--- src/verilog/tmr8_defs.svh ---
// Register offsets, field positions, reset values and counts of the timer
`ifndef TMR8_DEFS_SVH
`define TMR8_DEFS_SVH

`define OFS_COUNT_VALUE        6'h00
`define OFS_COMPARE_A_VALUE    6'h01
`define OFS_COMPARE_B_VALUE    6'h02
`define OFS_TIMER_CONTROL      6'h03
`define OFS_TIMER_CTRL_STATUS  6'h04
`define OFS_TIMER_CLOCK_CTRL   6'h05

`define BIT_MATCH_B_FLAG       7
`define BIT_MATCH_A_FLAG       6
`define BIT_WRAP_FLAG          5
`define BIT_STATUS_RSV         4
`define BIT_OUT_SEL_B_HI       3
`define BIT_OUT_SEL_B_LO       2
`define BIT_OUT_SEL_A_HI       1
`define BIT_OUT_SEL_A_LO       0

`define BIT_IRQ_EN_B           7
`define BIT_IRQ_EN_A           6
`define BIT_IRQ_EN_WRAP        5
`define BIT_CLEAR_SEL_HI       4
`define BIT_CLEAR_SEL_LO       3
`define BIT_CLK_SEL_HI         2
`define BIT_CLK_SEL_LO         0
`define BIT_EXT_CLEAR_LEVEL    0

`define RST_COUNT_VALUE        8'h00
`define RST_COMPARE_VALUE      8'hff
`define RST_TIMER_CONTROL      8'h00
`define RST_STATUS_CH1         8'h10
`define RST_CLOCK_CTRL         8'h00
`define COUNT_MAX              8'hff

`define CLR_NONE               2'b00
`define CLR_MATCH_A            2'b01
`define CLR_MATCH_B            2'b10
`define CLR_EXTERNAL           2'b11

`define DIV_FAST               8
`define DIV_MID                64
`define DIV_SLOW               8192

`endif

--- src/verilog/tmr8_pkg.sv ---
// Types shared by the timer files
package tmr8_pkg;

  typedef logic [7:0] byte_t;

  typedef enum logic [1:0] {
    OUT_KEEP   = 2'b00,
    OUT_LOW    = 2'b01,
    OUT_HIGH   = 2'b10,
    OUT_TOGGLE = 2'b11
  } out_act_t;

  typedef enum logic [2:0] {
    CLK_STOP     = 3'b000,
    CLK_DIV_FAST = 3'b001,
    CLK_DIV_MID  = 3'b010,
    CLK_DIV_SLOW = 3'b011,
    CLK_RSV      = 3'b100,
    CLK_EXT_RISE = 3'b101,
    CLK_EXT_FALL = 3'b110,
    CLK_EXT_BOTH = 3'b111
  } clk_sel_t;

endpackage : tmr8_pkg

--- src/verilog/count_tick_gen.sv ---
// Count clock source: internal prescaler taps or external clock edges
`include "tmr8_defs.svh"
`timescale 1ns/1ps
`default_nettype none
module count_tick_gen
  import tmr8_pkg::*;
#(
  parameter int SLOW_DIV = `DIV_SLOW
) (
  input  wire logic     i_sys_clk,
  input  wire logic     i_reset_n,
  input  wire clk_sel_t i_clk_sel,
  input  wire logic     i_ext_clk,
  output logic          o_tick
);

  logic [5:0]  presc_ff;
  logic [12:0] slow_ff;
  logic        ext_prev_ff;

  always_ff @(posedge i_sys_clk or negedge i_reset_n) begin
    if (!i_reset_n) begin
      presc_ff <= 6'h00;
    end else begin
      presc_ff <= presc_ff + 6'h01;
    end
  end

  always_ff @(posedge i_sys_clk or negedge i_reset_n) begin
    if (!i_reset_n) begin
      slow_ff <= 13'h0000;
    end else if (slow_ff == 13'(SLOW_DIV - 1)) begin
      slow_ff <= 13'h0000;
    end else begin
      slow_ff <= slow_ff + 13'h0001;
    end
  end

  always_ff @(posedge i_sys_clk or negedge i_reset_n) begin
    if (!i_reset_n) begin
      ext_prev_ff <= 1'b0;
    end else begin
      ext_prev_ff <= i_ext_clk;
    end
  end

  always_comb begin
    case (i_clk_sel)
      CLK_DIV_FAST: o_tick = (presc_ff[2:0] == 3'(`DIV_FAST - 1));
      CLK_DIV_MID:  o_tick = (presc_ff == 6'(`DIV_MID - 1));
      CLK_DIV_SLOW: o_tick = (slow_ff == 13'(SLOW_DIV - 1));
      CLK_EXT_RISE: o_tick = i_ext_clk & ~ext_prev_ff;
      CLK_EXT_FALL: o_tick = ~i_ext_clk & ext_prev_ff;
      CLK_EXT_BOTH: o_tick = i_ext_clk ^ ext_prev_ff;
      default:      o_tick = 1'b0;
    endcase
  end

endmodule : count_tick_gen
`default_nettype wire

--- src/verilog/match_unit.sv ---
// One compare channel: match detection and its output action
`timescale 1ns/1ps
`default_nettype none
module match_unit
  import tmr8_pkg::*;
(
  input  wire byte_t      i_count,
  input  wire byte_t      i_compare,
  input  wire logic       i_tick,
  input  wire logic       i_compare_wr,
  input  wire logic [1:0] i_out_sel,
  output logic            o_match,
  output out_act_t        o_act
);

  // Match fires on the count tick while equal; a compare write inhibits it
  assign o_match = i_tick & (i_count == i_compare) & ~i_compare_wr;
  assign o_act   = o_match ? out_act_t'(i_out_sel) : OUT_KEEP;

endmodule : match_unit
`default_nettype wire

--- src/verilog/dual_compare_eight_bit_timer.sv ---
// 8-bit timer channel with two compares, wrap flag, pin output and APB slave
`include "tmr8_defs.svh"
`timescale 1ns/1ps
`default_nettype none
module dual_compare_eight_bit_timer
  import tmr8_pkg::*;
#(
  parameter int SLOW_DIV = `DIV_SLOW
) (
  input  wire logic        i_sys_clk,
  input  wire logic        i_reset_n,
  input  wire logic [7:0]  i_paddr,
  input  wire logic        i_psel,
  input  wire logic        i_penable,
  input  wire logic        i_pwrite,
  input  wire logic [31:0] i_pwdata,
  output logic [31:0]      o_prdata,
  output logic             o_pready,
  output logic             o_pslverr,
  input  wire logic        i_ext_clk,
  input  wire logic        i_ext_clear_in,
  input  wire logic        i_transfer_ack_a,
  input  wire logic        i_transfer_ack_b,
  input  wire logic        i_transfer_irq_disable_sel,
  output logic             o_timer_out_pin,
  output logic             o_timer_out_oe_n,
  output logic             o_match_a_irq,
  output logic             o_match_b_irq,
  output logic             o_wrap_irq
);

  byte_t       count_value_ff;
  byte_t       compare_a_value_ff;
  byte_t       compare_b_value_ff;
  byte_t       timer_control_ff;
  logic        ext_clear_level_sel_ff;
  logic        match_a_flag_ff;
  logic        match_b_flag_ff;
  logic        wrap_flag_ff;
  logic        arm_a_ff;
  logic        arm_b_ff;
  logic        arm_wrap_ff;
  logic [3:0]  out_sel_ff;
  logic        timer_out_ff;
  logic        oe_n_ff;
  logic        ext_clr_prev_ff;
  logic [31:0] prdata_ff;
  logic        pready_ff;
  logic        pslverr_ff;
  logic        irq_a_ff;
  logic        irq_b_ff;
  logic        irq_wrap_ff;

  logic        tick;
  logic        match_a;
  logic        match_b;
  out_act_t    act_a;
  out_act_t    act_b;
  logic        ext_clr;
  logic        clr_evt;
  logic        wrap_evt;
  logic [1:0]  clear_sel;
  logic [5:0]  reg_idx;
  logic        addr_ok;
  logic        apb_done;
  logic        wr_en;
  logic        rd_en;
  logic        wr_count;
  logic        wr_cmp_a;
  logic        wr_cmp_b;
  logic        wr_ctrl;
  logic        wr_status;
  logic        wr_clk_ctrl;
  logic        rd_status;
  byte_t       wbyte;
  byte_t       status_rd;
  byte_t       nxt_count;
  logic        nxt_timer_out;
  logic [31:0] nxt_prdata;

  // APB decode: one wait state, effects at the completing edge
  assign reg_idx     = i_paddr[7:2];
  assign addr_ok     = (reg_idx <= `OFS_TIMER_CLOCK_CTRL)
                       && (i_paddr[1:0] == 2'b00);
  assign apb_done    = i_psel & i_penable & pready_ff;
  assign wr_en       = apb_done & i_pwrite & addr_ok;
  assign rd_en       = apb_done & ~i_pwrite & addr_ok;
  assign wbyte       = i_pwdata[7:0];
  assign wr_count    = wr_en & (reg_idx == `OFS_COUNT_VALUE);
  assign wr_cmp_a    = wr_en & (reg_idx == `OFS_COMPARE_A_VALUE);
  assign wr_cmp_b    = wr_en & (reg_idx == `OFS_COMPARE_B_VALUE);
  assign wr_ctrl     = wr_en & (reg_idx == `OFS_TIMER_CONTROL);
  assign wr_status   = wr_en & (reg_idx == `OFS_TIMER_CTRL_STATUS);
  assign wr_clk_ctrl = wr_en & (reg_idx == `OFS_TIMER_CLOCK_CTRL);
  assign rd_status   = rd_en & (reg_idx == `OFS_TIMER_CTRL_STATUS);

  assign status_rd = {match_b_flag_ff, match_a_flag_ff, wrap_flag_ff,
                      1'b1, out_sel_ff};

  count_tick_gen #(
    .SLOW_DIV (SLOW_DIV)
  ) u_tick (
    .i_sys_clk (i_sys_clk),
    .i_reset_n (i_reset_n),
    .i_clk_sel (clk_sel_t'(timer_control_ff[`BIT_CLK_SEL_HI:
                                             `BIT_CLK_SEL_LO])),
    .i_ext_clk (i_ext_clk),
    .o_tick    (tick)
  );

  match_unit u_match_a (
    .i_count      (count_value_ff),
    .i_compare    (compare_a_value_ff),
    .i_tick       (tick),
    .i_compare_wr (wr_cmp_a),
    .i_out_sel    (out_sel_ff[`BIT_OUT_SEL_A_HI:`BIT_OUT_SEL_A_LO]),
    .o_match      (match_a),
    .o_act        (act_a)
  );

  match_unit u_match_b (
    .i_count      (count_value_ff),
    .i_compare    (compare_b_value_ff),
    .i_tick       (tick),
    .i_compare_wr (wr_cmp_b),
    .i_out_sel    (out_sel_ff[`BIT_OUT_SEL_B_HI:`BIT_OUT_SEL_B_LO]),
    .o_match      (match_b),
    .o_act        (act_b)
  );

  // Counter clear sources
  assign clear_sel = timer_control_ff[`BIT_CLEAR_SEL_HI:`BIT_CLEAR_SEL_LO];
  assign ext_clr   = ext_clear_level_sel_ff ? i_ext_clear_in
                     : (i_ext_clear_in & ~ext_clr_prev_ff);

  always_comb begin
    case (clear_sel)
      `CLR_MATCH_A:  clr_evt = match_a;
      `CLR_MATCH_B:  clr_evt = match_b;
      `CLR_EXTERNAL: clr_evt = ext_clr;
      default:       clr_evt = 1'b0;
    endcase
  end

  assign wrap_evt = tick & (count_value_ff == `COUNT_MAX)
                    & ~clr_evt & ~wr_count;

  // Counter: clear, then write, then increment
  always_comb begin
    if (clr_evt) begin
      nxt_count = 8'h00;
    end else if (wr_count) begin
      nxt_count = wbyte;
    end else if (tick) begin
      nxt_count = count_value_ff + 8'h01;
    end else begin
      nxt_count = count_value_ff;
    end
  end

  always_ff @(posedge i_sys_clk or negedge i_reset_n) begin
    if (!i_reset_n) begin
      count_value_ff <= `RST_COUNT_VALUE;
    end else begin
      count_value_ff <= nxt_count;
    end
  end

  always_ff @(posedge i_sys_clk or negedge i_reset_n) begin
    if (!i_reset_n) begin
      ext_clr_prev_ff <= 1'b0;
    end else begin
      ext_clr_prev_ff <= i_ext_clear_in;
    end
  end

  // Software registers
  always_ff @(posedge i_sys_clk or negedge i_reset_n) begin
    if (!i_reset_n) begin
      compare_a_value_ff     <= `RST_COMPARE_VALUE;
      compare_b_value_ff     <= `RST_COMPARE_VALUE;
      timer_control_ff       <= `RST_TIMER_CONTROL;
      ext_clear_level_sel_ff <= 1'b0;
      out_sel_ff             <= 4'h0;
    end else begin
      if (wr_cmp_a) begin
        compare_a_value_ff <= wbyte;
      end
      if (wr_cmp_b) begin
        compare_b_value_ff <= wbyte;
      end
      if (wr_ctrl) begin
        timer_control_ff <= wbyte;
      end
      if (wr_clk_ctrl) begin
        ext_clear_level_sel_ff <= wbyte[`BIT_EXT_CLEAR_LEVEL];
      end
      if (wr_status) begin
        out_sel_ff <= wbyte[3:0];
      end
    end
  end

  // Flags: set wins over any clear in the same cycle
  always_ff @(posedge i_sys_clk or negedge i_reset_n) begin
    if (!i_reset_n) begin
      match_a_flag_ff <= 1'b0;
    end else if (match_a) begin
      match_a_flag_ff <= 1'b1;
    end else if (wr_status && arm_a_ff && !wbyte[`BIT_MATCH_A_FLAG]) begin
      match_a_flag_ff <= 1'b0;
    end else if (i_transfer_ack_a && !i_transfer_irq_disable_sel) begin
      match_a_flag_ff <= 1'b0;
    end
  end

  always_ff @(posedge i_sys_clk or negedge i_reset_n) begin
    if (!i_reset_n) begin
      match_b_flag_ff <= 1'b0;
    end else if (match_b) begin
      match_b_flag_ff <= 1'b1;
    end else if (wr_status && arm_b_ff && !wbyte[`BIT_MATCH_B_FLAG]) begin
      match_b_flag_ff <= 1'b0;
    end else if (i_transfer_ack_b && !i_transfer_irq_disable_sel) begin
      match_b_flag_ff <= 1'b0;
    end
  end

  always_ff @(posedge i_sys_clk or negedge i_reset_n) begin
    if (!i_reset_n) begin
      wrap_flag_ff <= 1'b0;
    end else if (wrap_evt) begin
      wrap_flag_ff <= 1'b1;
    end else if (wr_status && arm_wrap_ff && !wbyte[`BIT_WRAP_FLAG]) begin
      wrap_flag_ff <= 1'b0;
    end
  end

  // Read-as-1 arms the clear; any status write disarms
  always_ff @(posedge i_sys_clk or negedge i_reset_n) begin
    if (!i_reset_n) begin
      arm_a_ff    <= 1'b0;
      arm_b_ff    <= 1'b0;
      arm_wrap_ff <= 1'b0;
    end else if (wr_status) begin
      arm_a_ff    <= 1'b0;
      arm_b_ff    <= 1'b0;
      arm_wrap_ff <= 1'b0;
    end else if (rd_status) begin
      arm_a_ff    <= prdata_ff[`BIT_MATCH_A_FLAG];
      arm_b_ff    <= prdata_ff[`BIT_MATCH_B_FLAG];
      arm_wrap_ff <= prdata_ff[`BIT_WRAP_FLAG];
    end
  end

  // Pin output with priority toggle, 1, 0, keep
  always_comb begin
    if (act_a == OUT_TOGGLE || act_b == OUT_TOGGLE) begin
      nxt_timer_out = ~timer_out_ff;
    end else if (act_a == OUT_HIGH || act_b == OUT_HIGH) begin
      nxt_timer_out = 1'b1;
    end else if (act_a == OUT_LOW || act_b == OUT_LOW) begin
      nxt_timer_out = 1'b0;
    end else begin
      nxt_timer_out = timer_out_ff;
    end
  end

  always_ff @(posedge i_sys_clk or negedge i_reset_n) begin
    if (!i_reset_n) begin
      timer_out_ff <= 1'b0;
    end else begin
      timer_out_ff <= nxt_timer_out;
    end
  end

  always_ff @(posedge i_sys_clk or negedge i_reset_n) begin
    if (!i_reset_n) begin
      oe_n_ff <= 1'b1;
    end else begin
      oe_n_ff <= (out_sel_ff == 4'h0);
    end
  end

  // Interrupt request levels
  always_ff @(posedge i_sys_clk or negedge i_reset_n) begin
    if (!i_reset_n) begin
      irq_a_ff    <= 1'b0;
      irq_b_ff    <= 1'b0;
      irq_wrap_ff <= 1'b0;
    end else begin
      irq_a_ff    <= match_a_flag_ff & timer_control_ff[`BIT_IRQ_EN_A];
      irq_b_ff    <= match_b_flag_ff & timer_control_ff[`BIT_IRQ_EN_B];
      irq_wrap_ff <= wrap_flag_ff & timer_control_ff[`BIT_IRQ_EN_WRAP];
    end
  end

  // APB read data captured in the setup cycle
  always_comb begin
    nxt_prdata = 32'h0000_0000;
    case (reg_idx)
      `OFS_COUNT_VALUE:       nxt_prdata[7:0] = count_value_ff;
      `OFS_COMPARE_A_VALUE:   nxt_prdata[7:0] = compare_a_value_ff;
      `OFS_COMPARE_B_VALUE:   nxt_prdata[7:0] = compare_b_value_ff;
      `OFS_TIMER_CONTROL:     nxt_prdata[7:0] = timer_control_ff;
      `OFS_TIMER_CTRL_STATUS: nxt_prdata[7:0] = status_rd;
      `OFS_TIMER_CLOCK_CTRL:  nxt_prdata[0] = ext_clear_level_sel_ff;
      default:                nxt_prdata = 32'h0000_0000;
    endcase
  end

  always_ff @(posedge i_sys_clk or negedge i_reset_n) begin
    if (!i_reset_n) begin
      prdata_ff  <= 32'h0000_0000;
      pready_ff  <= 1'b0;
      pslverr_ff <= 1'b0;
    end else begin
      if (i_psel && !i_penable) begin
        prdata_ff <= addr_ok ? nxt_prdata : 32'h0000_0000;
      end
      // Error rises with pready so the output comes straight from a register
      pslverr_ff <= i_psel & i_penable & ~pready_ff & ~addr_ok;
      pready_ff  <= i_psel & i_penable & ~pready_ff;
    end
  end

  assign o_prdata         = prdata_ff;
  assign o_pready         = pready_ff;
  assign o_pslverr        = pslverr_ff;
  assign o_timer_out_pin  = timer_out_ff;
  assign o_timer_out_oe_n = oe_n_ff;
  assign o_match_a_irq    = irq_a_ff;
  assign o_match_b_irq    = irq_b_ff;
  assign o_wrap_irq       = irq_wrap_ff;

  // Helper: any compare match seen since reset
  logic seen_match_ff;
  always_ff @(posedge i_sys_clk or negedge i_reset_n) begin
    if (!i_reset_n) begin
      seen_match_ff <= 1'b0;
    end else if (match_a || match_b) begin
      seen_match_ff <= 1'b1;
    end
  end

  property p_flag_b_set;
    @(posedge i_sys_clk) disable iff (!i_reset_n)
      match_b |=> match_b_flag_ff;
  endproperty
  a_flag_b_set: assert property (p_flag_b_set)
    else $error("Compare-B flag not set after match");

  property p_flag_a_set;
    @(posedge i_sys_clk) disable iff (!i_reset_n)
      match_a |=> match_a_flag_ff;
  endproperty
  a_flag_a_set: assert property (p_flag_a_set)
    else $error("Compare-A flag not set after match");

  property p_wrap_set;
    @(posedge i_sys_clk) disable iff (!i_reset_n)
      tick && count_value_ff == 8'hff && !clr_evt && !wr_count
      |=> wrap_flag_ff && count_value_ff == 8'h00;
  endproperty
  a_wrap_set: assert property (p_wrap_set)
    else $error("Wrap did not set flag or reach zero");

  property p_clear_needs_arm;
    @(posedge i_sys_clk) disable iff (!i_reset_n)
      $fell(wrap_flag_ff) |-> $past(arm_wrap_ff) && $past(wr_status);
  endproperty
  a_clear_needs_arm: assert property (p_clear_needs_arm)
    else $error("Wrap flag cleared without prior read");

  property p_transfer_clear;
    @(posedge i_sys_clk) disable iff (!i_reset_n)
      i_transfer_ack_a && !i_transfer_irq_disable_sel && !match_a
      |=> !match_a_flag_ff;
  endproperty
  a_transfer_clear: assert property (p_transfer_clear)
    else $error("Transfer ack did not clear compare-A flag");

  property p_rsv_bit;
    @(posedge i_sys_clk) disable iff (!i_reset_n)
      rd_status |-> o_prdata[`BIT_STATUS_RSV];
  endproperty
  a_rsv_bit: assert property (p_rsv_bit)
    else $error("Reserved status bit read as 0");

  property p_toggle_a;
    @(posedge i_sys_clk) disable iff (!i_reset_n)
      match_a && act_a == OUT_TOGGLE
      |=> o_timer_out_pin != $past(o_timer_out_pin);
  endproperty
  a_toggle_a: assert property (p_toggle_a)
    else $error("Pin did not toggle on compare-A match");

  property p_out_disable;
    @(posedge i_sys_clk) disable iff (!i_reset_n)
      out_sel_ff == 4'h0 |=> o_timer_out_oe_n;
  endproperty
  a_out_disable: assert property (p_out_disable)
    else $error("Pin enabled with output select zero");

  property p_out_low_first;
    @(posedge i_sys_clk) disable iff (!i_reset_n)
      !seen_match_ff |-> !o_timer_out_pin;
  endproperty
  a_out_low_first: assert property (p_out_low_first)
    else $error("Pin high before first match");

  property p_clear_a;
    @(posedge i_sys_clk) disable iff (!i_reset_n)
      clear_sel == `CLR_MATCH_A && match_a |=> count_value_ff == 8'h00;
  endproperty
  a_clear_a: assert property (p_clear_a)
    else $error("Counter not cleared on compare-A match");

  property p_clear_beats_write;
    @(posedge i_sys_clk) disable iff (!i_reset_n)
      clr_evt && wr_count |=> count_value_ff == 8'h00;
  endproperty
  a_clear_beats_write: assert property (p_clear_beats_write)
    else $error("Counter write beat a clear");

  c_pulse_mode: cover property (@(posedge i_sys_clk) disable iff (!i_reset_n)
    clear_sel == `CLR_MATCH_A && out_sel_ff == 4'h6 && match_b);
  c_wrap: cover property (@(posedge i_sys_clk) disable iff (!i_reset_n)
    wrap_evt);
  c_both_match: cover property (@(posedge i_sys_clk) disable iff (!i_reset_n)
    match_a && match_b);
  c_ext_clear: cover property (@(posedge i_sys_clk) disable iff (!i_reset_n)
    clear_sel == `CLR_EXTERNAL && ext_clr);

endmodule : dual_compare_eight_bit_timer
`default_nettype wire

--- config.mk ---
export PLATFORM = sky130hd
export DESIGN_NAME = dual_compare_eight_bit_timer
export DESIGN_NICKNAME = d
export VERILOG_FILES = /design/src/verilog/tmr8_pkg.sv /design/src/verilog/count_tick_gen.sv /design/src/verilog/match_unit.sv /design/src/verilog/dual_compare_eight_bit_timer.sv
export VERILOG_INCLUDE_DIRS = /design/src /design/src/verilog
export SDC_FILE = /design/constraint.sdc
export NUM_CORES = 1
export LEC_CHECK = 0
export BUFFER_PORTS_ARGS = -buffer_cell sky130_fd_sc_hd__buf_2
export CAP_MARGIN = 0
export CORE_ASPECT_RATIO = 1.1
export CORE_MARGIN = 1
export CORE_UTILIZATION = 25
export CTS_BUF_LIST = sky130_fd_sc_hd__clkbuf_4
export CTS_CLUSTER_DIAMETER = 30
export DETAILED_ROUTE_END_ITERATION = 7
export PLACE_DENSITY = 0.41
export SLEW_MARGIN = 5
export SYNTH_ARGS = -nofsm -noshare
export SYNTH_HDL_FRONTEND = slang
export SYNTH_HIERARCHICAL = 1
export SYNTH_SLANG_ARGS = --single-unit
--- constraint.sdc ---
create_clock -name i_sys_clk -period 3.4 [get_ports i_sys_clk]
set_input_delay 0.17 -clock i_sys_clk [delete_from_list [all_inputs] [get_ports i_sys_clk]]
set_output_delay 0.17 -clock i_sys_clk [all_outputs]
set_load 0.1 [all_outputs]
======== After elaboration in Yosys (flattened, before gate mapping) ========
Cells that the tools add are included.
storage, ports and cells
  input port bits ......................... 50
  output and inout bits ................... 39
  bits in registers ....................... 103
operators by class
  $lt $le $gt $ge ......................... 1
  bitwise gates (word level) .............. 40
  multiplexer cells ....................... 29
  add/subtract/negate cells ............... 3
  reductions and logical operators ........ 27
  equal/unequal tests ..................... 26
operators by type and width
  kind                                                                               number
  7-bit one-hot mux with 5 select lines                                              1
  8-bit two-way mux                                                                  4
  1-bit AND                                                                          28
  1-bit two-way mux                                                                  18
  8-bit equality test                                                                2
  13-bit by 1-bit adder with 13-bit output (second input constant)                   1
  13-bit equality test (second input constant)                                       1
  13-bit two-way mux                                                                 1
  2-bit equality test (second input constant)                                        6
  3-bit equality test (second input constant)                                        4
  6-bit by 2-bit equality test with 1-bit output (second input constant)             2
  6-bit by 3-bit equality test with 1-bit output (second input constant)             2
  1-bit one-hot mux with 6 select lines                                              2
  3-bit nonzero test                                                                 4
  1-bit inverter                                                                     11
  1-bit logical AND                                                                  10
  8-bit by 1-bit adder with 8-bit output (second input constant)                     1
  8-bit equality test (second input constant)                                        1
  6-bit by 1-bit adder with 6-bit output (second input constant)                     1
  2-bit by 1-bit equality test with 1-bit output (second input constant)             3
  3-bit by 2-bit equality test with 1-bit output (second input constant)             2
  6-bit by 1-bit equality test with 1-bit output (second input constant)             1
  6-bit equality test (second input constant)                                        1
  6-bit by 3-bit less-or-equal comparator with 1-bit output (second input constant)  1
  other kinds (10)                                                                   18

======== Depth between registers and ports, before layout ========
Gate-level depths: netlist of the first run.
  depth after elaboration ................. 13
  mapped depth ............................ 12
  mapped depth without buffers ............ 12

======== Modules after synthesis ========
Netlist of the first run, hierarchy kept.
modules (own cells, without submodules)
  module                        cells each  seq. area each (sq um)  times used  area each (sq um)
  dual_compare_eight_bit_timer  282         1497.7                  1           3089.2
  count_tick_gen                88          500.5                   1           983.4
  match_unit                    17          0.0                     2           116.4

======== Worst setup path before layout of the first run ========
No wires, ideal clock.
  path kind ............................... reg-to-reg
  from .................................... register pready_ff, in the netlist o_pready
  to ...................................... register wrap_flag_ff
  arrival ................................. 2659 ps
  setup time .............................. 149 ps
  path buffers ............................ 1
  required time ........................... 3251 ps
  cell stages (with the launch flop) ...... 11
  setup slack ............................. 592 ps
  cell sequence ........................... dfrtp_1 -> and4b_1 -> clkbuf_1 -> nand3_4 -> nor2_2 -> nor2b_1 -> nand4_1 -> nor3_1 -> a21oi_1 -> a31oi_1 -> o21ai_0
between the ends
  cells in the longest elaborated chain, start to end .. 11
RTL lines
  item                                                            RTL line                             source
  start: declaration                                              dual_compare_eight_bit_timer.sv:48   logic pready_ff;
  start signal: assignment                                        dual_compare_eight_bit_timer.sv:323  pready_ff <= i_psel & i_penable & ~pready_ff;
  1-bit AND *                                                     dual_compare_eight_bit_timer.sv:85   assign apb_done = i_psel & i_penable & pready_ff;
  1-bit AND * (2 in a row)                                        dual_compare_eight_bit_timer.sv:86   assign wr_en = apb_done & i_pwrite & addr_ok;
  1-bit AND *                                                     dual_compare_eight_bit_timer.sv:90   assign wr_cmp_a = wr_en & (reg_idx == `OFS_COMPARE_A_VALUE);
  net wr_cmp_a                                                    dual_compare_eight_bit_timer.sv:69   logic wr_cmp_a;
  1-bit inverter *                                                match_unit.sv:17                     assign o_match = i_tick & (i_count == i_compare) & ~i_compare_wr;
  1-bit AND *                                                     match_unit.sv:17
  net match_a                                                     dual_compare_eight_bit_timer.sv:55   logic match_a;
  1-bit one-hot mux with 3 select lines *                         dual_compare_eight_bit_timer.sv:137  case (clear_sel)
  1-bit inverter *                                                dual_compare_eight_bit_timer.sv:146  & ~clr_evt & ~wr_count;
  1-bit AND * (2 in a row)                                        dual_compare_eight_bit_timer.sv:145  assign wrap_evt = tick & (count_value_ff == `COUNT_MAX)
  1-bit two-way mux / 2-bit nonzero test (equally long branches)  -
  end signal: assignment                                          dual_compare_eight_bit_timer.sv:231  wrap_flag_ff <= 1'b0;
  end signal: assignment                                          dual_compare_eight_bit_timer.sv:233  wrap_flag_ff <= 1'b1;
  end signal: assignment                                          dual_compare_eight_bit_timer.sv:235  wrap_flag_ff <= 1'b0;
  end: declaration                                                dual_compare_eight_bit_timer.sv:39   logic wrap_flag_ff;
The timed path passes the listed nets; every way through them passes the cells marked *.
A chain may end at the register's enable or synchronous reset.

======== Worst setup path after layout of the first run ========
  from .................................... register u_tick.slow_ff[0]
  to ...................................... register wrap_flag_ff
between the ends
  cells in the longest elaborated chain, start to end .. 9
RTL lines
  item                                                            RTL line                             source
  start: declaration                                              count_tick_gen.sv:18                 logic [12:0] slow_ff;
  start signal: assignment                                        count_tick_gen.sv:35                 slow_ff <= slow_ff + 13'h0001;
  13-bit equality test *                                          count_tick_gen.sv:51                 CLK_DIV_SLOW: o_tick = (slow_ff == 13'(SLOW_DIV - 1));
  1-bit one-hot mux with 6 select lines *                         count_tick_gen.sv:48                 case (i_clk_sel)
  net tick                                                        dual_compare_eight_bit_timer.sv:54   logic tick;
  1-bit AND * (2 in a row)                                        match_unit.sv:17
  net match_b                                                     dual_compare_eight_bit_timer.sv:56   logic match_b;
  1-bit one-hot mux with 3 select lines *                         dual_compare_eight_bit_timer.sv:137
  1-bit inverter *                                                dual_compare_eight_bit_timer.sv:146
  1-bit AND * (2 in a row)                                        dual_compare_eight_bit_timer.sv:145
  1-bit two-way mux / 2-bit nonzero test (equally long branches)  -
Marks and branches as above.

==> results.yml, run 1 <==
routing:
  detail-route-antenna-nets: 0
  routedWlPerCell_um: 15.5
  drt_drc_violations_left: 0
  first_pass_iteration_count_of_the_detailed_router: 4
  via_per_inst: 4.44
  drt_iter0_drc: 127
  via_count: 3057
  route.final.wire_length_mm: 10.7
place:
  pre_cts_ws_ps: 522
  place.gp.congestion: 0.737
  port_buffers: 40
  place.detailed.hpwl_mm: 7.51
  placedInstanceArea_um2: 4700
setup_path:
  sum_of_buffers_and_inverters_on_the_critical_path: 1
  timing.critical_path.to_type: "flop"
  crit_fanout: 9
  critical-path-max-stage-delay_ps: 430
  worstPathRequired_ps: 3720
  worstPathArrival_ps: 3210
  setup.worst_path.class: "reg2reg"
  critical-path-slowest-cell: "sky130_fd_sc_hd__dfrtp_1"
  cell_count_of_the_worst_reg_to_reg_path: 11
  path_delay_family: "simple AND/OR/NAND/NOR gates"
  crit-reg2reg-launch: "u_tick/slow_ff[0]"
  crit_path_cell_trace: "ha_1 > and2_1 > nand4_2 > a41oi_1 > nor2b_1 > nand4_1 > nor3_1 > nand2b_1 > a31oi_1 > buf_4 > o21ai_0"
  worstReg2RegEnd: "wrap_flag_ff"
  start_kind: "flop"
  regToRegSetupSlack_ps: 510
min_path:
  hold_sp: "i_pwdata[4]"
  timing.hold.worst.class: "in2reg"
  holdPathStages: 2
  hold_path_end: "timer_control_ff[4]"
clocking:
  tritoncts: "built"
  cts_buffers: 9
  post_cts_resize_count: 0
  h-tree-depth: 3
  clk_pin_slew_worst_paths_ps: 120
  cts_root_buffer: "sky130_fd_sc_hd__clkbuf_4"
  ctsLongestPathBuffers: 2
  cts.sink_count: 79
  clk_latency_ps: 450
timing:
  final.setup.worst_slack_ps: 508
  worstMarginPinSlew_ps: 1030
  totalNegativeSetupSlack_ps: 0
  timing.final.crit_share_pct: 85.1
  timing.max_slew.rel_slack_pct: 31.1
  period_needed_ps: 2890
  grt_setup_unrepaired: "no"
  finalHoldViolations: 0
  timing.fmax_ghz: 0.346
  finalSetupViolations: 0
  final.setup_skew_ps: 14.2
  timing_max_transition_violations_final: 0
  fin_hold_ws_ps: 21.4
global_routing:
  grt_start_max_net_pins: 80
  grt_pass1_vias: 3059
  grt.total_usage_pct: 12.7
  grt_overflow_total: 0
  grt_antenna_before_repair: 1
  grt_pass1_wl_mm: 17.1
logic_synthesis:
  post-synth-top-area-fraction_pct: 36.0
  synthDominantAreaCellType: "sky130_fd_sc_hd__dfrtp_1"
  synth_cell_type_count: 52
  postSynth.asyncResetShare_pct: 100
  postSynthAreaPerCell_um2: 10.7
  yosysWarningCount: 6
  synth_area_leaders: "sky130_fd_sc_hd__dfrtp_1 36%, sky130_fd_sc_hd__dfstp_2 10%, sky130_fd_sc_hd__mux2_2 9.4%, sky130_fd_sc_hd__xnor2_1 5.1%, sky130_fd_sc_hd__buf_4 4.2%"
  yosysSeqAreaShare_pct: 46.4
  post_synthesis_cells: 404
  synth_flop_cell: "sky130_fd_sc_hd__dfrtp_1"
  area_of_the_mapped_netlist_um2: 4310
  seq_cells_post_synth: 79
  number_of_flops_mapped_to_enable_cells_by_yosys: 0
floorplan:
  fp-row-count: 49
  core_region_area_um2: 16600
  die_w_um: 127
  number_of_top_level_design_ports: 89
  fp.dieArea_um2: 17800
  floorplan.initialDensity_pct: 25.9
  dieHeight_um: 140
pwr:
  vdd_ir_drop_max_mv: 0.139
  power_density_nw_per_um2: 374
  power_leakage_nw: 2.13
flow_run:
  drv.max_cap_violation_count: 0
layout:
  multi_input_area_um2: 2100
  num-nets-final: 510
  drive_above_1_share_pct: 27.5
  final-seq-area_um2: 2000
  final_standard_cell_area_without_fillers_um2: 4910
  synthesis_to_layout_area_growth_pct: 14.1
  layout.filler_cells: 1766
status:
  status: "complete, no violations"
cell usage in the layout (no fill, tap or decap), drive strengths merged, types with 10 or more instances in the layout:
cell,n
a211oi,10
clkbuf,11
a21oi,10
nand2b,10
dfstp,17
nor2,31
mux2,36
conb,24
dfrtp,62
xnor2,25
o21ai,16
nand3,23
xor2,10
inv,14
buf,47
nand2,18
where the power goes:
part	total [mW]	switching [mW]	internal, mW
Combinational	0.239	0.204	0.0352
Clock	0.645	0.335	0.309
Sequential	0.953	0.00534	0.947
how the worst max path moves through the flow:
stage	start	to	slack, ps	cells past startpoint
2_1_floorplan	o_pready	wrap_flag_ff	590	10
3_3_place_gp	u_tick/slow_ff[0]	wrap_flag_ff	580	11
3_5_place_dp	u_tick/slow_ff[0]	wrap_flag_ff	520	11
4_1_cts	u_tick/slow_ff[0]	wrap_flag_ff	460	11
5_1_grt	u_tick/slow_ff[0]	wrap_flag_ff	190	11
6_report	u_tick/slow_ff[0]	wrap_flag_ff	510	11
stage by stage:
step	power [mW]	utilization (%)	instances
after floorplan	1.17	-	427
after global placement	1.20	28.3	666
after detailed placement	1.21	28.3	666
after CTS	1.87	29.6	688
after global routing	1.92	29.6	689
final	1.84	29.6	689
logic make-up after synthesis:
kind of cell / after synthesis / share of synthesized area [%]
buffers and inverters: 51 / 6.74
DFF: 79 / 46.4
other: 1 / 0.0871
muxes: 43 / 11.0
AOI/OAI and AO/OA: 59 / 9.07
adders and majority gates: 6 / 1.74
and+or+nand+nor: 130 / 17.8
xor gates and xnor gates: 35 / 7.12
what timing repair did:
action | in CTS | in global routing
setup buffers | 0 | 0
hold buffers | 6 | 0
hold endpoints to repair | 69 | 0
flip-flops by register name (all words and copies together) (netlist names), 4 cells and up:
name and count:
u_tick/presc_ff 6, count_value_ff 8, out_sel_ff 4, compare_a_value_ff 8
u_tick/slow_ff 13, timer_control_ff 8, o_prdata 8, compare_b_value_ff 8
final cells by class:
cell class                      count  area share, %
Tap cell                          229           5.83
Timing Repair Buffer               53           6.42
Clock buffer                       11           1.68
Clock inverter                      5           1.48
Antenna cell                        1         0.0509
Multi-Input combinational cell    297           42.8
Inverter                           14           1.07
Sequential cell                    79           40.7
synth_stat cells, types with 2 or more instances:
cell and number:
sky130_fd_sc_hd__dfstp_2 17, sky130_fd_sc_hd__a311oi_1 2, sky130_fd_sc_hd__nor2b_1 8, sky130_fd_sc_hd__nor4_1 5, sky130_fd_sc_hd__a31oi_1 3, sky130_fd_sc_hd__nor3b_1 2, sky130_fd_sc_hd__nor3_1 5, sky130_fd_sc_hd__buf_4 24
sky130_fd_sc_hd__mux2_2 36, sky130_fd_sc_hd__nor4b_1 2, sky130_fd_sc_hd__nand4_2 2, sky130_fd_sc_hd__a21oi_1 10, sky130_fd_sc_hd__nor3_4 2, sky130_fd_sc_hd__a211oi_1 10, sky130_fd_sc_hd__a22oi_1 7, sky130_fd_sc_hd__inv_1 14
sky130_fd_sc_hd__and2_1 6, sky130_fd_sc_hd__ha_1 6, sky130_fd_sc_hd__nand4_1 7, sky130_fd_sc_hd__a221o_1 3, sky130_fd_sc_hd__dfrtp_1 62, sky130_fd_sc_hd__xnor2_1 25, sky130_fd_sc_hd__a32oi_1 2, sky130_fd_sc_hd__o21ai_0 16
sky130_fd_sc_hd__nand2b_1 10, sky130_fd_sc_hd__nand3_1 22, sky130_fd_sc_hd__and3_1 2, sky130_fd_sc_hd__xor2_1 10, sky130_fd_sc_hd__nor2_2 2, sky130_fd_sc_hd__nand2_1 16, sky130_fd_sc_hd__mux2i_1 7, sky130_fd_sc_hd__nor2_1 29
sky130_fd_sc_hd__clkbuf_1 11
metal layers:
metal  track usage (%)  share of wire [%]  up-vias
met5                 0                  0        -
met4              6.02                1.9        0
met3              1.73                3.2       10
met2              20.2                 47       58
met1              17.0                 48     1500
li1                  -                  -     1489
Power figures use the tool's default switching activity.
==> run 2: changes to the inputs <==
--- a/config.mk
+++ b/config.mk
@@ -6,7 +6,7 @@
 export SDC_FILE = /design/constraint.sdc
 export NUM_CORES = 1
 export LEC_CHECK = 0
-export BUFFER_PORTS_ARGS = -buffer_cell sky130_fd_sc_hd__buf_2
+export BUFFER_PORTS_ARGS = -buffer_cell sky130_fd_sc_hd__buf_4
 export CAP_MARGIN = 0
 export CORE_ASPECT_RATIO = 1.1
 export CORE_MARGIN = 1
==> run 2 against run 1 <==
Total power is 3.8% lower. Non-clock buffer count rose by 5. Clock power down 13%. Final cell count grew 0.73%. Flip-flop and latch count stayed put. Die area unchanged. Clock skew increased by 1.3 ps. Cell area rose by 2.6%. Global-route usage increased by 0.22 points. Largest cell class unchanged. Utilization up 0.76 points. Fmax grew 1.7%. Critical path depth is the same.
==> results.yml, run 2 (synthesized netlist as in run 1, its figures left out) <==
pwr:
  power.share.combinational_pct: 14.3
  power.sequential.fraction_pct: 53.9
  power_leakage_nw: 2.15
  share_clk_of_total_power_pct: 31.8
  power_report.internal_total_mw: 1.23
  vdd_ir_drop_max_mv: 0.139
  switch_pwr_mw: 0.537
  power_density_nw_per_um2: 351
  switching_share_pct: 30.4
  power.total_mw: 1.77
timing:
  timing.max_slew.rel_slack_pct: 30.9
  finalSetupViolations: 0
  worstMarginPinSlew_ps: 1040
  totalNegativeSetupSlack_ps: 0
  timing.final.crit_share_pct: 83.6
  final.setup_skew_ps: 15.5
  finalHoldViolations: 0
  grt_setup_unrepaired: "no"
  fin_hold_ws_ps: 56.0
  timing_max_transition_violations_final: 0
  timing.fmax_ghz: 0.352
  period_needed_ps: 2840
routing:
  route.final.wire_length_mm: 10.7
  drt_drc_violations_left: 0
  detail-route-antenna-nets: 0
  via_count: 3066
  routedWlPerCell_um: 15.3
  first_pass_iteration_count_of_the_detailed_router: 4
  drt_iter0_drc: 195
  via_per_inst: 4.42
clocking:
  tritoncts: "built"
  post-cts-setup-buffers: 0
  cts.sink_count: 79
  clk_latency_ps: 430
  ctsLongestPathBuffers: 2
  cts_buffers: 9
  cts.hold.buffers_added: 12
  cts_root_buffer: "sky130_fd_sc_hd__clkbuf_4"
  clk_pin_slew_worst_paths_ps: 130
  h-tree-depth: 3
  post_cts_resize_count: 0
global_routing:
  grt_overflow_total: 0
  grt_pass1_wl_mm: 17.4
  grt_antenna_before_repair: 1
  grt_start_max_net_pins: 80
  grt.total_usage_pct: 12.9
  grt_pass1_vias: 3114
layout:
  synthesis_to_layout_area_growth_pct: 17.1
  num-nets-final: 515
  post-route-util_pct: 30.3
  drive_above_1_share_pct: 26.7
  max_ffs_per_register: 13
  finish.cell_count_without_fillers: 694
  regMostFlops: "u_tick/slow_ff"
  final_common_cell: "sky130_fd_sc_hd__dfrtp_1"
  final_cell_mix: "62 x sky130_fd_sc_hd__dfrtp_1, 46 x sky130_fd_sc_hd__buf_4, 36 x sky130_fd_sc_hd__mux2_2"
place:
  place.detailed.hpwl_mm: 7.46
  port_buffers: 40
  place.gp.congestion: 0.757
  dp.cells: 665
floorplan:
  floorplan.initialDensity_pct: 25.9
  fp-row-count: 49
  dieHeight_um: 140
  core_region_area_um2: 16600
  die_w_um: 127
  number_of_top_level_design_ports: 89
  fp.dieArea_um2: 17800
min_path:
  timing.hold.worst.class: "in2reg"
setup_path:
  worstPathRequired_ps: 3720
  start_kind: "flop"
  timing.critical_path.to_type: "flop"
  worstPathArrival_ps: 3160
  setup.worst_path.class: "reg2reg"
  crit_fanout: 9
status:
  status: "complete, no violations"
flow_run:
  drv.max_cap_violation_count: 0
run 2: cell types whose count changed in the layout (fill, tap and decap cells not counted), sizes merged:
cell         previous run  this run
buf                    47        46
dlygate4sd3             6        12
clkinvlp                0         1
bufinv                  2         1
run 2: final cells by class:
| class | count | area [um^2] |
|---|---|---|
| antenna | 1 | 2.50 |
| clock buffer | 11 | 82.6 |
| fill | 1745 | 11600 |
| sequential | 79 | 2000 |
| timing repair buffer | 58 | 465 |
| inverter | 14 | 52.6 |
| tap | 229 | 287 |
| multi-input combinational | 297 | 2100 |
| clock inverter | 5 | 48.8 |
run 2: metal layers:
layer	global-route usage (%)	share of wire [%]	vias up
li1	-	-	1501
met1	17.5	48	1498
met2	20.7	47	59
met3	2.11	3.1	8
met4	4.89	1.1	0
met5	0	0	-
run 2: power by group through the flow:
stage | combinational [mW] | sequential (mW) | clock (mW)
after global placement | 0.243 | 0.970 | 0
after global routing | 0.268 | 0.954 | 0.634
after CTS | 0.255 | 0.953 | 0.593
final | 0.253 | 0.953 | 0.561
after detailed placement | 0.244 | 0.970 | 0
after floorplan | 0.177 | 0.989 | 0
run 2: worst max-delay path, cell delays in order (launching register included):
cell and delay, ps:
sky130_fd_sc_hd__dfrtp_1 430, sky130_fd_sc_hd__ha_1 220, sky130_fd_sc_hd__and2_1 260, sky130_fd_sc_hd__nand4_2 190
sky130_fd_sc_hd__a41oi_1 400, sky130_fd_sc_hd__nor2b_1 180, sky130_fd_sc_hd__nand4_1 180, sky130_fd_sc_hd__nor3_1 310
sky130_fd_sc_hd__nand2b_1 90, sky130_fd_sc_hd__a31oi_1 170, sky130_fd_sc_hd__buf_4 200, sky130_fd_sc_hd__o21ai_0 100
run 2: worst paths after layout:
path / start / to / slack (ps) / cells past startpoint
min in group asynchronous: i_reset_n / u_tick/presc_ff[3] / 460 / 2
hold / removal: i_pwrite / arm_wrap_ff / 60 / 3
max in group asynchronous: i_reset_n / count_value_ff[3] / 2290 / 2
setup reg to reg: u_tick/slow_ff[0] / wrap_flag_ff / 560 / 11
hold reg to reg: u_tick/presc_ff[0] / u_tick/presc_ff[0] / 460 / 1
setup / recovery: u_tick/slow_ff[0] / wrap_flag_ff / 560 / 11
run 2: per-stage QoR:
step,cell area (um^2),worst slack (ps)
6_report,5040,557
5_1_grt,5040,221
4_1_cts,5040,526
3_5_place_dp,4790,555
3_3_place_gp,4790,568
2_1_floorplan,4390,592
==> run 3: changes to the inputs <==
--- a/config.mk
+++ b/config.mk
@@ -6,6 +6,7 @@
 export SDC_FILE = /design/constraint.sdc
 export NUM_CORES = 1
 export LEC_CHECK = 0
+export ABC_AREA = 1
 export BUFFER_PORTS_ARGS = -buffer_cell sky130_fd_sc_hd__buf_4
 export CAP_MARGIN = 0
 export CORE_ASPECT_RATIO = 1.1
@@ -14,7 +15,7 @@
 export CTS_BUF_LIST = sky130_fd_sc_hd__clkbuf_4
 export CTS_CLUSTER_DIAMETER = 30
 export DETAILED_ROUTE_END_ITERATION = 7
-export PLACE_DENSITY = 0.41
+export PLACE_DENSITY = 0.42
 export SLEW_MARGIN = 5
 export SYNTH_ARGS = -nofsm -noshare
 export SYNTH_HDL_FRONTEND = slang
==> constraint.sdc (replaced) <==
create_clock -name i_sys_clk -period 2.6 [get_ports i_sys_clk]
set_input_delay 0.13 -clock i_sys_clk [delete_from_list [all_inputs] [get_ports i_sys_clk]]
set_output_delay 0.13 -clock i_sys_clk [all_outputs]
set_load 0.1 [all_outputs]
==> run 3 against run 2 <==
Flip-flop and latch count is the same. Cell area increased by 13%. Via count rose by 31%. Clock skew is essentially flat. Hold slack lost 7.1 ps. Sequential share of layout area is 4.4 points lower. Global-route usage grew 1.7 points. Fmax increased by 19%. Final cell count is 37% higher. Count of clock-buffer cells in the layout down 2. Non-clock buffer count up 30. Largest cell class unchanged.
==> results.yml, run 3 <==
status:
  status: "complete, no violations"
logic_synthesis:
  synthDominantAreaCellType: "sky130_fd_sc_hd__dfrtp_1"
  synth_flop_cell: "sky130_fd_sc_hd__dfrtp_1"
  seq_cells_post_synth: 79
  number_of_flops_mapped_to_enable_cells_by_yosys: 0
  post_synthesis_cells: 613
  post-synth-top-area-fraction_pct: 33.9
  synth.most_common_cell: "sky130_fd_sc_hd__nand2_1"
  yosysWarningCount: 6
  postSynth.asyncResetShare_pct: 100
  postSynthAreaPerCell_um2: 7.47
  area_of_the_mapped_netlist_um2: 4580
  synth_area_leaders: "sky130_fd_sc_hd__dfrtp_1 34%, sky130_fd_sc_hd__nand2_1 16%, sky130_fd_sc_hd__dfstp_2 9.8%, sky130_fd_sc_hd__inv_1 7.0%, sky130_fd_sc_hd__nor2_1 4.3%"
  yosys-top-cells-count: "198 x sky130_fd_sc_hd__nand2_1, 85 x sky130_fd_sc_hd__inv_1, 62 x sky130_fd_sc_hd__dfrtp_1"
  synth_cell_type_count: 34
  yosysSeqAreaShare_pct: 43.6
setup_path:
  critical-path-slowest-cell: "sky130_fd_sc_hd__dfrtp_1"
  setup.worst_path.class: "reg2reg"
  sum_of_buffers_and_inverters_on_the_critical_path: 4
  critical-path-max-stage-delay_ps: 400
  path_delay_family: "simple AND/OR/NAND/NOR gates"
  crit_path_cell_trace: "ha_1 > o211a_1 > a21oi_2 > buf_4 > inv_2 > nor2_2 > nand2_1 > nor2_2 > nand3_2 > nor2_4 > nand2_1 > nand2_1 > o21ai_1 > inv_1 > nand2_2 > nand3_2 > inv_4 > nand2_1 > nand2_1"
  cp_common_cell: "sky130_fd_sc_hd__nand2_1"
  worstPathRequired_ps: 2950
  worstReg2RegEnd: "count_value_ff[1]"
  worstPathArrival_ps: 2740
  start_kind: "flop"
  regToRegSetupSlack_ps: 220
  crit-reg2reg-launch: "u_tick/ext_prev_ff"
  crit_fanout: 8
  cell_count_of_the_worst_reg_to_reg_path: 19
  timing.critical_path.to_type: "flop"
routing:
  detail-route-antenna-nets: 0
  drt_drc_violations_left: 0
  drt_iter0_drc: 228
  first_pass_iteration_count_of_the_detailed_router: 5
  via_count: 4009
  routedWlPerCell_um: 13.4
  via_per_inst: 4.22
  route.final.wire_length_mm: 12.7
layout:
  synthesis_to_layout_area_growth_pct: 23.9
  post-route-util_pct: 31.9
  final_standard_cell_area_without_fillers_um2: 5670
  final_common_cell: "sky130_fd_sc_hd__nand2_1"
  final_cell_mix: "197 x sky130_fd_sc_hd__nand2_1, 83 x sky130_fd_sc_hd__inv_1, 71 x sky130_fd_sc_hd__buf_4"
  max_ffs_per_register: 13
  finish.cell_count_without_fillers: 950
  layout.filler_cells: 1954
  regMostFlops: "u_tick/slow_ff"
  drive_above_1_share_pct: 22.1
  multi_input_area_um2: 2200
  num-nets-final: 762
  final-seq-area_um2: 2000
floorplan:
  fp.dieArea_um2: 18900
  number_of_top_level_design_ports: 89
  dieHeight_um: 144
  core_region_area_um2: 17800
  floorplan.initialDensity_pct: 25.7
  die_w_um: 131
  fp-row-count: 51
clocking:
  clk_pin_slew_worst_paths_ps: 140
  clk_latency_ps: 450
  cts_root_buffer: "sky130_fd_sc_hd__clkbuf_4"
  cts_buffers: 9
  ctsLongestPathBuffers: 2
  h-tree-depth: 3
  cts.sink_count: 79
  tritoncts: "built"
place:
  placedInstanceArea_um2: 5250
  port_buffers: 40
  place.detailed.hpwl_mm: 9.64
  dp.cells: 911
  place.gp.congestion: 0.863
timing:
  timing.final.crit_share_pct: 91.6
  timing.fmax_ghz: 0.420
  worstMarginPinSlew_ps: 506
  period_needed_ps: 2380
  totalNegativeSetupSlack_ps: 0
  final.setup_skew_ps: 15.7
  finalSetupViolations: 0
  finalHoldViolations: 0
  timing_max_transition_violations_final: 0
  timing.max_slew.rel_slack_pct: 66.2
flow_run:
  drv.max_cap_violation_count: 0
min_path:
  hold_path_end: "match_b_flag_ff"
  hold_sp: "i_transfer_irq_disable_sel"
  timing.hold.worst.class: "in2reg"
  holdPathStages: 5
global_routing:
  grt_pass1_vias: 3780
  grt_antenna_before_repair: 1
  grt.total_usage_pct: 14.7
  grt_overflow_total: 0
  grt_start_max_net_pins: 38
  grt_pass1_wl_mm: 20.3
pwr:
  power_density_nw_per_um2: 406
  power.total_mw: 2.30
  power_leakage_nw: 2.94
  vdd_ir_drop_max_mv: 0.167
[run 3: routing by layer]
layer / track usage, % / up-vias / wire [um]
li1: - / 2034 / -
met2: 22.2 / 125 / 5690
met3: 2.16 / 15 / 669
met5: 0 / - / 0
met1: 20.7 / 1835 / 6140
met4: 6.17 / 0 / 249
[run 3: worst reg2reg max path: stages (launching register included)]
cell and delay [ps]:
sky130_fd_sc_hd__dfrtp_1 400, sky130_fd_sc_hd__ha_1 270, sky130_fd_sc_hd__o211a_1 230, sky130_fd_sc_hd__a21oi_2 130, sky130_fd_sc_hd__buf_4 140, sky130_fd_sc_hd__inv_2 40, sky130_fd_sc_hd__nor2_2 80, sky130_fd_sc_hd__nand2_1 60
sky130_fd_sc_hd__nor2_2 110, sky130_fd_sc_hd__nand3_2 130, sky130_fd_sc_hd__nor2_4 140, sky130_fd_sc_hd__nand2_1 60, sky130_fd_sc_hd__nand2_1 50, sky130_fd_sc_hd__o21ai_1 60, sky130_fd_sc_hd__inv_1 60, sky130_fd_sc_hd__nand2_2 70
sky130_fd_sc_hd__nand3_2 90, sky130_fd_sc_hd__inv_4 60, sky130_fd_sc_hd__nand2_1 70, sky130_fd_sc_hd__nand2_1 60
[run 3: through the flow]
| stage | worst slack [ps] | hold slack (ps) |
|---|---|---|
| finish | 218 | 48.8 |
| global route | -8.89 | 46.9 |
| CTS | 44.9 | 18.8 |
| detailed placement | 85.1 | 136 |
| global placement | 93.2 | 137 |
| floorplan | 8.32 | -166 |
[run 3: cell type report]
cell class / instances / area share, %
multi-input cells: 435 / 38.8
clock buffers: 9 / 1.19
inverters: 93 / 6.20
well taps: 238 / 5.25
flip-flops and latches: 79 / 35.3
clock inverters: 7 / 0.860
diodes: 1 / 0.0441
repair buffers: 88 / 12.4
[run 3: timing repair]
action                                  4_1_cts  5_1_grt
endpoints found under the hold margin        75        0
resized for setup                             0       26
hold buffers                                 17        0
endpoints found under the setup margin        0       10
setup buffers                                 0        5
[run 3: power breakdown]
group / internal [mW] / switching, mW
logic: 0.0898 / 0.287
clock network: 0.198 / 0.481
registers: 1.24 / 0.00904
total: 1.53 / 0.778
[run 3: worst max-delay path by stage]
| stage | startpoint | to | slack [ps] | cells past startpoint |
|---|---|---|---|---|
| 5_1_grt | u_tick/presc_ff[1] | count_value_ff[5] | -9 | 21 |
| 2_1_floorplan | o_pready | count_value_ff[4] | 8 | 20 |
| 3_5_place_dp | u_tick/presc_ff[0] | count_value_ff[5] | 90 | 22 |
| 4_1_cts | u_tick/presc_ff[0] | count_value_ff[5] | 40 | 22 |
| 3_3_place_gp | u_tick/presc_ff[0] | count_value_ff[4] | 90 | 22 |
| 6_report | u_tick/ext_prev_ff | count_value_ff[1] | 220 | 19 |
[run 3: logic make-up after synthesis]
logic type	after synthesis	synth area share [%]
simple gates	325	31.1
buf+inv	122	12.3
flops	79	43.6
compound gates	63	7.98
xor+xnor	17	3.25
fa+ha+maj	6	1.64
other cells	1	0.0819
